**src/rtl/pxb_pkg.sv**
```systemverilog
// Package for the peripheral I/O bus controller: window map, field layout,
// reset values and timing figures. Assumes nothing of its surroundings.
package pxb_pkg;
	localparam logic [31:0] PXB_WIN_BASE = 32'h4001_0000;
	localparam int PXB_WIN_SHIFT = 12;
	localparam logic [1:0] PXB_WIN_NOCS = 2'h3;
	localparam int PXB_ADDR_W = 32;
	localparam int PXB_DATA_W = 32;
	localparam int PXB_NCS = 3;
	localparam int PXB_NSPACE = 4;
	localparam int PXB_MASK_W = 8;
	localparam int PXB_LEN_W = 4;
	localparam int PXB_PRE_W = 2;
	localparam logic [3:0] PXB_REG_CYCLE = 4'h0;
	localparam logic [3:0] PXB_REG_MASK = 4'h4;
	localparam logic [3:0] PXB_REG_STATUS = 4'h8;
	localparam int PXB_CYC_LEN_POS = 0;
	localparam int PXB_CYC_PRE_POS = 16;
	localparam logic [31:0] PXB_CYC_RESET = 32'h0000_7777;
	localparam logic [31:0] PXB_MASK_RESET = 32'hF1F1_F1F1;
	localparam real PXB_CLK_NS = 5.0;
endpackage

```
**src/rtl/pxb_ctrl.sv**
```systemverilog
// Peripheral I/O bus controller top: host PIO request port, config port,
// strobes, selects and data direction. Assumes host holds request until done.
`timescale 1ns/10ps
module pxb_ctrl
	import pxb_pkg::*;
(
	input wire logic sys_clk,
	input wire logic nrst,
	input wire logic mem_addr_strap,
	input wire logic host_req,
	input wire logic host_write,
	input wire logic [PXB_ADDR_W-1:0] host_addr,
	input wire logic [PXB_DATA_W-1:0] host_wdata,
	output logic host_done,
	output logic host_err,
	output logic [PXB_DATA_W-1:0] host_rdata,
	input wire logic [3:0] cfg_addr,
	input wire logic [31:0] cfg_wdata,
	input wire logic cfg_wr,
	input wire logic cfg_rd,
	output logic [31:0] cfg_rdata,
	output logic [PXB_NCS-1:0] periph_cs_n,
	input wire logic [PXB_NCS-1:0] arb_req_in,
	output logic periph_rd_n,
	output logic periph_wr_n,
	output logic periph_data_dir_write_n,
	output logic [PXB_DATA_W-1:0] periph_wdata,
	output logic periph_wdata_oe,
	input wire logic [PXB_DATA_W-1:0] periph_rdata,
	output logic [PXB_NCS-1:0] arb_req_out,
	output logic arbiter_mode
);
	typedef enum logic [1:0] {PXB_IDLE, PXB_RUN, PXB_DONE} pxb_state_t;
	// Status word: last space, busy flag, arbiter mode
	typedef struct packed {
		logic [27:0] zero;
		logic arb_mode;
		logic busy;
		logic [1:0] space;
	} pxb_status_t;
	// All state in one word; the reset synchroniser sits apart on the raw reset
	typedef struct packed {
		logic strap_taken;
		logic arb_mode;
		pxb_state_t state;
		logic is_write;
		logic [1:0] space;
		logic [PXB_PRE_W-1:0] pre;
		logic [PXB_MASK_W-1:0] shift;
		logic [PXB_LEN_W-1:0] left;
		logic [31:0] cyc_reg;
		logic [31:0] mask_reg;
		logic [PXB_DATA_W-1:0] rdata;
		logic [PXB_DATA_W-1:0] wdata;
		logic done;
		logic err;
		logic [31:0] cfg_rdata;
		logic [PXB_NCS-1:0] cs_n;
		logic rd_n;
		logic wr_n;
		logic dir_n;
	} pxb_ctrl_t;
	pxb_ctrl_t st, next_st;
	logic [1:0] rst_sync;
	logic rst_n;
	logic tick;
	logic last_tick;
	logic take;
	logic refuse;
	logic pre_restart;
	logic in_win;
	logic [1:0] win;
	logic [PXB_NCS-1:0] win_hit;
	logic [PXB_LEN_W-1:0] space_len [PXB_NSPACE];
	logic [PXB_MASK_W-1:0] space_mask [PXB_NSPACE];
	logic [PXB_LEN_W-1:0] len_sel;
	logic [PXB_MASK_W-1:0] mask_sel;
	logic strobe_lvl;
	pxb_status_t status_word;
	assign rst_n = rst_sync[1];
	// Address bits 31:14 must match the base; 4KB per window
	assign in_win = host_addr[31:14] == PXB_WIN_BASE[31:14];
	assign win = host_addr[PXB_WIN_SHIFT+1:PXB_WIN_SHIFT];
	// Fields unpacked once per space so the loader is a plain index
	for (genvar k = 0; k < PXB_NSPACE; k++) begin : g_space
		assign space_len[k] = st.cyc_reg[PXB_CYC_LEN_POS + PXB_LEN_W*k +: PXB_LEN_W];
		assign space_mask[k] = st.mask_reg[PXB_MASK_W*k +: PXB_MASK_W];
	end
	// Last window drives no select; outside logic decodes it
	for (genvar k = 0; k < PXB_NCS; k++) begin : g_sel
		assign win_hit[k] = in_win && (win == 2'(k));
	end
	assign len_sel = space_len[win];
	assign mask_sel = space_mask[win];
	// Only the host port starts an access; no other master path exists
	assign take = host_req && st.strap_taken && (st.state == PXB_IDLE);
	assign refuse = !in_win || st.arb_mode;
	assign pre_restart = st.state == PXB_IDLE;
	// Lengths of 0 and 1 both end on the first tick
	assign last_tick = tick && (st.left <= PXB_LEN_W'(1));
	// Current mask bit; 0 asserts, 1 negates
	assign strobe_lvl = st.shift[0];
	assign status_word.zero = '0;
	assign status_word.arb_mode = st.arb_mode;
	assign status_word.busy = st.state == PXB_RUN;
	assign status_word.space = st.space;
	pxb_prescaler #(
		.W(PXB_PRE_W)
	) u_pre (
		.clk(sys_clk),
		.rst_n(rst_n),
		.restart(pre_restart),
		// Divider latched per access; a config write mid-cycle cannot stretch it
		.div_code(st.pre),
		.tick(tick)
	);
	always_comb begin
		next_st = st;
		next_st.done = 1'b0;
		next_st.err = 1'b0;
		next_st.cfg_rdata = 32'h0000_0000;
		// Strap caught once after reset release, never under reset
		if (!st.strap_taken) begin
			next_st.strap_taken = 1'b1;
			next_st.arb_mode = ~mem_addr_strap;
		end
		if (cfg_wr) begin
			unique case (cfg_addr)
				PXB_REG_CYCLE: begin
					next_st.cyc_reg = cfg_wdata;
				end
				PXB_REG_MASK: begin
					next_st.mask_reg = cfg_wdata;
				end
				default: ;
			endcase
		end
		if (cfg_rd) begin
			unique case (cfg_addr)
				PXB_REG_CYCLE: begin
					next_st.cfg_rdata = st.cyc_reg;
				end
				PXB_REG_MASK: begin
					next_st.cfg_rdata = st.mask_reg;
				end
				PXB_REG_STATUS: begin
					next_st.cfg_rdata = status_word;
				end
				default: next_st.cfg_rdata = 32'h0000_0000;
			endcase
		end
		unique case (st.state)
			PXB_IDLE: begin
				// Out-of-window and arbiter-mode requests end at once with an error
				if (take) begin
					if (refuse) begin
						next_st.err = 1'b1;
						next_st.state = PXB_DONE;
					end else begin
						next_st.state = PXB_RUN;
						next_st.is_write = host_write;
						next_st.space = win;
						next_st.wdata = host_wdata;
						// All the access needs is latched here; config writes cannot disturb it
						next_st.shift = mask_sel;
						next_st.left = len_sel;
						next_st.pre = st.cyc_reg[PXB_CYC_PRE_POS +: PXB_PRE_W];
						next_st.dir_n = ~host_write;
						// Fourth window leaves every select high
						next_st.cs_n = ~win_hit;
					end
				end
			end
			PXB_RUN: begin
				// Present mask bit drives the matching strobe only
				next_st.rd_n = st.is_write | strobe_lvl;
				next_st.wr_n = ~st.is_write | strobe_lvl;
				if (tick) begin
					// Fills with ones so a short mask leaves the strobe negated
					next_st.shift = {1'b1, st.shift[PXB_MASK_W-1:1]};
					if (last_tick) begin
						// Sampled while still selected; writes keep the last read word
						if (!st.is_write) begin
							next_st.rdata = periph_rdata;
						end
						next_st.done = 1'b1;
						next_st.state = PXB_DONE;
						next_st.cs_n = '1;
						next_st.rd_n = 1'b1;
						next_st.wr_n = 1'b1;
						next_st.dir_n = 1'b1;
					end else begin
						next_st.left = st.left - 1'b1;
					end
				end
			end
			PXB_DONE: begin
				// One idle cycle lets the host drop its request
				next_st.state = PXB_IDLE;
			end
			default: next_st.state = PXB_IDLE;
		endcase
		if (st.arb_mode) begin
			next_st.cs_n = '1;
			next_st.rd_n = 1'b1;
			next_st.wr_n = 1'b1;
			// Shared pins belong to the arbiter; never steer the transceiver
			next_st.dir_n = 1'b1;
		end
	end
	// Reset lifts in step with the clock; only the second stage is read
	always_ff @(posedge sys_clk or negedge nrst) begin
		if (!nrst) begin
			rst_sync <= 2'h0;
		end else begin
			rst_sync <= {rst_sync[0], 1'b1};
		end
	end
	// Internal reset copy loads every field; only constants here
	always_ff @(posedge sys_clk or negedge rst_n) begin
		if (!rst_n) begin
			st.strap_taken <= 1'b0;
			st.arb_mode <= 1'b0;
			st.state <= PXB_IDLE;
			st.is_write <= 1'b0;
			st.space <= 2'h0;
			st.pre <= '0;
			st.shift <= '1;
			st.left <= '0;
			st.cyc_reg <= PXB_CYC_RESET;
			st.mask_reg <= PXB_MASK_RESET;
			st.rdata <= '0;
			st.wdata <= '0;
			st.done <= 1'b0;
			st.err <= 1'b0;
			st.cfg_rdata <= 32'h0000_0000;
			st.cs_n <= '1;
			st.rd_n <= 1'b1;
			st.wr_n <= 1'b1;
			st.dir_n <= 1'b1;
		end else begin
			st.strap_taken <= next_st.strap_taken;
			st.arb_mode <= next_st.arb_mode;
			st.state <= next_st.state;
			st.is_write <= next_st.is_write;
			st.space <= next_st.space;
			st.pre <= next_st.pre;
			st.shift <= next_st.shift;
			st.left <= next_st.left;
			st.cyc_reg <= next_st.cyc_reg;
			st.mask_reg <= next_st.mask_reg;
			st.rdata <= next_st.rdata;
			st.wdata <= next_st.wdata;
			st.done <= next_st.done;
			st.err <= next_st.err;
			st.cfg_rdata <= next_st.cfg_rdata;
			st.cs_n <= next_st.cs_n;
			st.rd_n <= next_st.rd_n;
			st.wr_n <= next_st.wr_n;
			st.dir_n <= next_st.dir_n;
		end
	end
	// Pins come straight from flops; done is the OR of two of them
	assign host_done = st.done | st.err;
	assign host_err = st.err;
	assign host_rdata = st.rdata;
	assign cfg_rdata = st.cfg_rdata;
	assign periph_cs_n = st.cs_n;
	assign periph_rd_n = st.rd_n;
	assign periph_wr_n = st.wr_n;
	assign periph_data_dir_write_n = st.dir_n;
	assign periph_wdata = st.wdata;
	// Data pins driven only while the transceiver points outward
	assign periph_wdata_oe = ~st.dir_n;
	// Select pins become request inputs in arbiter mode
	assign arb_req_out = st.arb_mode ? arb_req_in : '0;
	assign arbiter_mode = st.arb_mode;
endmodule

```
**src/rtl/pxb_prescaler.sv**
```systemverilog
// Prescaler producing a one-cycle tick every 1 to 4 clocks.
// Assumes a synchronous active-low reset copy and a held divide code.
`timescale 1ns/10ps
module pxb_prescaler
	import pxb_pkg::*;
#(
	parameter int W = PXB_PRE_W
) (
	input wire logic clk,
	input wire logic rst_n,
	input wire logic restart,
	input wire logic [W-1:0] div_code,
	output logic tick
);
	typedef struct packed {
		logic [W-1:0] cnt;
	} pxb_pre_t;
	pxb_pre_t st, next_st;
	always_comb begin
		next_st = st;
		tick = 1'b0;
		if (restart) begin
			next_st.cnt = '0;
		end else if (st.cnt >= div_code) begin
			next_st.cnt = '0;
			tick = 1'b1;
		end else begin
			next_st.cnt = st.cnt + 1'b1;
		end
	end
	always_ff @(posedge clk or negedge rst_n) begin
		if (!rst_n) begin
			st <= '0;
		end else begin
			st <= next_st;
		end
	end
endmodule

```
**config.mk**
```make
export PLATFORM = sky130hd
export DESIGN_NAME = pxb_ctrl
export DESIGN_NICKNAME = d
export VERILOG_FILES = /design/src/rtl/pxb_pkg.sv /design/src/rtl/pxb_ctrl.sv /design/src/rtl/pxb_prescaler.sv
export SDC_FILE = /design/constraint.sdc
export NUM_CORES = 1
export LEC_CHECK = 0
export ABC_AREA = 1
export BUFFER_PORTS_ARGS = -buffer_cell sky130_fd_sc_hd__buf_2
export CAP_MARGIN = 20
export CORE_MARGIN = 2
export CORE_UTILIZATION = 44
export CTS_BUF_LIST = sky130_fd_sc_hd__clkbuf_16
export DETAILED_ROUTE_END_ITERATION = 10
export PLACE_DENSITY = 0.71
export SLEW_MARGIN = 20
export SYNTH_ARGS = -nofsm -noshare
export SYNTH_HDL_FRONTEND = slang
export SYNTH_HIERARCHICAL = 1
export SYNTH_SLANG_ARGS = --single-unit
```
**constraint.sdc**
```tcl
create_clock -name sys_clk -period 9.7 [get_ports sys_clk]
set_input_delay 0.97 -clock sys_clk [delete_from_list [all_inputs] [get_ports sys_clk]]
set_output_delay 0.97 -clock sys_clk [all_outputs]
set_load 0.05 [all_outputs]
```
Word level (Yosys, flattened, before mapping)
Index checks and enable logic that the tools add are counted.
Widths: inputs -> output; s select.
Word-level totals
  output and inout bits: 109
  word-level logic and storage cells: 111
  input port bits: 142
  register bits: 193
Cells by class
  mux-type cells: 38
  order comparisons: 3
  bitwise gates (word level): 10
  $add $sub $neg: 2
  equal/unequal tests: 15
  reduce and logical (&&, ||, !) cells: 22
Operator list (count)
  $pmux 32 s3: 1
  $mux 32: 1
  $pmux 12 s2: 1
  $mux 19: 1
  $eq 18x17->1 const B: 1
  $mux 6: 3
  $mux 17: 1
  $bmux 8 s2: 1
  $mux 8: 2
  $mux 12: 1
  $mux 2: 6
  $mux 4: 3
  $ne 3x3->1 const B: 4
  $mux 1: 10
  $ne 2x2->1 const B: 5
  $reduce_and 5->1: 2
  $mux 3: 3
  $bmux 4 s2: 1
  $reduce_and 4->1: 2
  $logic_and 1x1->1: 6
  $pmux 3 s2: 1
  $reduce_and 3->1: 2
  $not 1->1: 5
  $eq 2x1->1 const B: 2
  20 further kinds: 25

Logic depth before layout (Yosys ltp)
  word-level depth: 8
  gate-level depth with buffers: 15
  depth with buffers taken out: 15

Cells and area by module
The synthesis kept the hierarchy.
Modules (own cells, without submodules)
  pxb_ctrl: cells an instance 1098, area each 9153.8 um2, instances 1
  pxb_prescaler: cells an instance 21, area each 156.4 um2, instances 1

Worst setup path before layout
No wires, ideal clock.
  kind: reg-to-output
  start: reg st, in the netlist arbiter_mode
  end: out arb_req_out[0]
  setup slack: 7343 ps
  arrival time: 1387 ps
  cell stages (with the launch flop): 4
  cell sequence: dfrtp_1 -> clkbuf_1 -> nand2_1 -> inv_1
Between the ends
  word-level cells in the longest chain between the ends: 1
RTL lines
  from (decl): line pxb_ctrl.sv:63  | pxb_ctrl_t st, next_st;
  $mux 3: line pxb_ctrl.sv:276  | assign arb_req_out = st.arb_mode ? arb_req_in : '0;
  to (decl): line pxb_ctrl.sv:30  | output logic [PXB_NCS-1:0] arb_req_out,
No other way between the ends.

Worst setup path in the final report
  start: reg u_pre/st[1] (netlist name)
  end: reg st, in the netlist host_rdata[25]
Between the ends
  word-level cells in the longest chain between the ends: 5
RTL lines
  from (decl): line pxb_prescaler.sv:18  | pxb_pre_t st, next_st;
  from (signal assigned): line pxb_prescaler.sv:35  | st <= next_st;
  $ge 2x2->1 (*): line pxb_prescaler.sv:24  | end else if (st.cnt >= div_code) begin
  $mux 1 (*): line pxb_prescaler.sv:24
  $mux 1 (*): line pxb_prescaler.sv:22  | if (restart) begin
  net tick: line pxb_ctrl.sv:66  | logic tick;
  $logic_and 1x1->1: line pxb_ctrl.sv:100  | assign last_tick = tick && (st.left <= PXB_LEN_W'(1));
  $reduce_and 4->1 (no line) (*)
Mark *: on every way through the listed nets, which the timed path passes. The rest lies on a longest branch.
A chain may end at the register's enable or synchronous reset.

==> summary by stage <==
Yosys
After technology mapping, the gate count stands at 1,119. Of the post-synthesis cell area, the dominant cell type holds 39.5%. The main combinational cell family by area after synthesis is simple AND/OR/NAND/NOR gates. Summing the areas of all and, or, nand and nor instances in the mapped netlist gives 24.7% of the synthesized area. Sorting the synthesized cells by how often they occur yields sky130_fd_sc_hd__nand2_1 (390), sky130_fd_sc_hd__dfrtp_1 (147), sky130_fd_sc_hd__buf_4 (103). Yosys instantiated no cell more often than sky130_fd_sc_hd__nand2_1.

The portion of synthesized area spent on multiplexers is 0%. The average cell area after synthesis is 8.32 um^2. Summing the areas of all fa, ha and maj instances in the mapped netlist gives 0.538% of the synthesized area. The number of warnings issued by yosys is 6. The parity-gate share of the synthesized area counting xor and xnor cells is 0.0941%.

Counting flops and latches in the post-synthesis netlist gives 193. The synthesized design contains 0 enable-type register cells. Sequential elements use 52.5% of the synthesized area. In the post-synthesis netlist, the biggest area contributors are sky130_fd_sc_hd__dfrtp_1 (40%), sky130_fd_sc_hd__nand2_1 (16%), sky130_fd_sc_hd__dfstp_2 (13%), sky130_fd_sc_hd__buf_4 (8.3%), sky130_fd_sc_hd__o21ai_0 (4.4%). Summed over all instances, the cell type with the most area after synthesis is sky130_fd_sc_hd__dfrtp_1. The most used flip-flop cell after synthesis is sky130_fd_sc_hd__dfrtp_1.

The cell area that synthesis handed to floorplanning was 0.00931 mm^2. The count of cell types in the netlist is 33. The area fraction in compound gates after synthesis is 7.83%.

The fraction of registers with async set/reset is 100%.

Finish
Cells with a size suffix above 1 make up 28.4% of the layout. For this run, the post-layout net count is 1,383. Relative to the synthesized area, the layout overhead comes to 13.0%.

Fill cells in the final layout number 2,055. The antenna cell count is 0. The final design area excluding fillers is 0.0105 mm^2.

GRT
The most heavily used metal layer in global routing is met2. The global-route wire length before repair is 35,000 um. The via count of the first global-routing pass is 6,933. The largest net degree at the start of global routing is 82. The number of antenna violations at the first check in global routing is 0.

The global routing usage on met2 is 32.9%. The total global-route track usage is 19.8%. The total congestion overflow after global routing is 0. In the global route stage, met1 resource usage came out at 26.5%.

The met3 global-route usage is 4.57%.

Timing
The final hold violation count came to 0. The smallest clock period supported by the final layout is computed as 2840 ps. The number of max-slew violations in the final report was 0.

Setup repair after global routing left no endpoint under its margin. For the final routed database, the setup TNS stands at 0 ps. The final critical path takes up 29.3% of the cycle.

At the pin with the least slew margin, the transition time is 1050 ps. The setup-violating endpoint count in the final report is 0. The maximum clock skew at final layout is 13.7 ps. The worst pin sits at a relative slew slack of 30.0%. Based on the critical path, the design can be clocked at up to 352 MHz.

Routing
For this block, the routed nets add up to 22,000 um of wire. In the routed layout, each cell is associated on average with a via count of 4.81. The detailed router finished its first iteration with 455 violations.

The detailed-route DRC error count is 0. Once detail routing completed, the nets flagged for antenna violations numbered 0. The detailed-routing iteration count for the pre-antenna-repair pass is 5. After detailed routing, the average wire length per cell comes to 14.4 um. Detailed routing inserted a total of 7,335 vias.

Worst setup path
For this run, the slowest stage of the critical path takes 510 ps. The master of the slowest instance on the critical path is sky130_fd_sc_hd__nand2_2. The nature of the critical path endpoint is a register. The type of the worst setup path is register to register. The cell family contributing the most delay on the critical path is simple AND/OR/NAND/NOR gates. The critical path goes through ha_1, nand2_1, nand3_2, nand2_1, inv_1, inv_1, nor3_1, o211ai_1, inv_2, nand2_2, nand2_1, nand2_1. Counting stages on the worst path, the most repeated cell is sky130_fd_sc_hd__nand2_1.

The data required time of the worst path is 10,010 ps. The data arrival time at the worst-slack endpoint is 3150 ps. The critical path contains buffers and inverters numbering 3 combined.

The largest fanout on the critical path is 35. The critical path startpoint category is a register.

Hold path
The path type of the worst min-delay path is register to asynchronous set/reset pin.

Floorplan
The number of rows created at floorplan is 53. The die extent in y is 149 um. The die footprint is 0.0223 mm^2.

The floorplan step set the die width to 149 um. The core region area is 0.0209 mm^2. Once the floorplan was initialized, standard cells occupied 44.6% of the core. In this run the count of I/O pins placed on the die edge is 251.

Power and ir drop
The total leakage power is 5.56 nW. The total power after layout is 1.81 mW. The maximum VDD drop is 0.115 mV.

The power density relative to cell area is 172 mW/mm^2.

Placed design
Summed over all nets, the half-perimeter wirelength after detailed placement is 15,400 um. The final weighted congestion in routability-driven placement is 0.847. Once placement finished, the instance area stood at 0.00989 mm^2. The number of input and output port buffers inserted is 238.

Clock network
The clock transition at the registers of the reported paths is 70 ps. The TritonCTS sink count is 193. The number of buffers inserted during clock tree synthesis is 17. The post-CTS setup buffer count is 0. TritonCTS built the clock tree. The number of H-tree branching levels is 4. The post-cts resize count is 0.

At the later pin of the worst-skew pair, clock insertion delay measures 430 ps. The clock root buffer is sky130_fd_sc_hd__clkbuf_16. The number of buffers on the longest clock path is 2. The count of hold buffers inserted by post-cts repair is 0.

Job
The count of max-cap constraint violations is 0.

Outcome
The run finished with clean final reports.
-- report_power, final --
part	internal (mW)	total [mW]	switching, mW	leakage [nW]
combinational	0.0653	0.184	0.119	2.96
sequential	0.888	0.942	0.0534	2.31
clock	0.343	0.681	0.338	0.283
total	1.30	1.81	0.510	5.56
-- layout make-up --
cell class | instances | area (um^2) | share of cell area (%)
well taps | 275 | 344 | 3.27
flip-flops and latches | 193 | 4890 | 46.5
inverters | 87 | 327 | 3.10
multi-input cells | 692 | 3100 | 29.4
repair buffers | 246 | 1280 | 12.2
clock buffers | 17 | 425 | 4.04
clock inverters | 15 | 155 | 1.47
-- worst reg2reg max path, delay by kind of cell, from the launching register on --
kind / cells / cell delay (ps)
buffers and inverters: 3 / 610
DFF: 1 / 410
adders and majority gates: 1 / 300
AOI/OAI and AO/OA: 1 / 210
and+or+nand+nor: 7 / 1210
-- path summary, 6_finish.rpt --
path | startpoint | to | slack, ps | cells after the start
worst max-delay path | u_pre/st[1] | host_rdata[25] | 6860 | 12
min in group sys_clk | rst_sync[0] | rst_sync[1] | 350 | 0
max in group asynchronous | rst_sync[1] | host_rdata[29] | 7460 | 2
worst min register to register | rst_sync[1] | periph_wdata[9] | 300 | 0
worst max register to register | u_pre/st[1] | host_rdata[25] | 6860 | 12
worst min-delay path | rst_sync[1] | periph_wdata[9] | 300 | 0
-- flip-flops by register name, indices dropped and copies added (netlist names) --
name                     flops
periph_wdata                32
periph_wr_n                  1
arbiter_mode                 1
space_len                   16
cfg_rdata                   32
rst_sync                     2
host_rdata                  32
periph_data_dir_write_n      1
space_mask                  32
periph_cs_n                  3
st                          37
u_pre/st                     2
periph_rd_n                  1
host_err                     1
-- metrics by stage --
step	util (%)	setup WS, ps	instances	hold WS (ps)
3_5_place_dp	47.4	6270	1491	324
6_report	50.4	6860	1525	299
4_1_cts	50.1	6720	1523	292
3_3_place_gp	47.4	6270	1491	311
5_1_grt	50.4	6540	1525	294
2_1_floorplan	-	4000	1120	331
-- placed cells by master (no fill, tap or decap), drive strengths merged --
cell      Yosys  layout
dfrtp       147     147
conb          1       2
nor2         55      55
clkinvlp      0       1
nor3          3       3
clkbuf       25      17
nand3        90      90
nand4         2       2
dfstp        46      46
or2           3       3
xnor2         1       1
o211ai        6       6
o221ai        1       1
clkinv        1       7
o22ai         5       5
buf         123     246
inv          86      94
a21oi        41      41
nand2       392     392
ha            4       4
o21ai        87      87
-- routing by layer --
layer  wire (um)  vias up
met5           0        -
met4         166        0
met3        1400       11
met2       10600      217
met1        9840     3462
li1            -     3645
-- kinds of logic after synthesis --
logic type               after synthesis
adder cells (fa/ha/maj)                4
AO/OA/AOI/OAI                        140
XOR/XNOR                               1
flip-flops                           193
AND/OR/NAND/NOR                      545
buffers and inverters                235
other                                  1
Note: power is estimated with default switching activity, not from simulation.
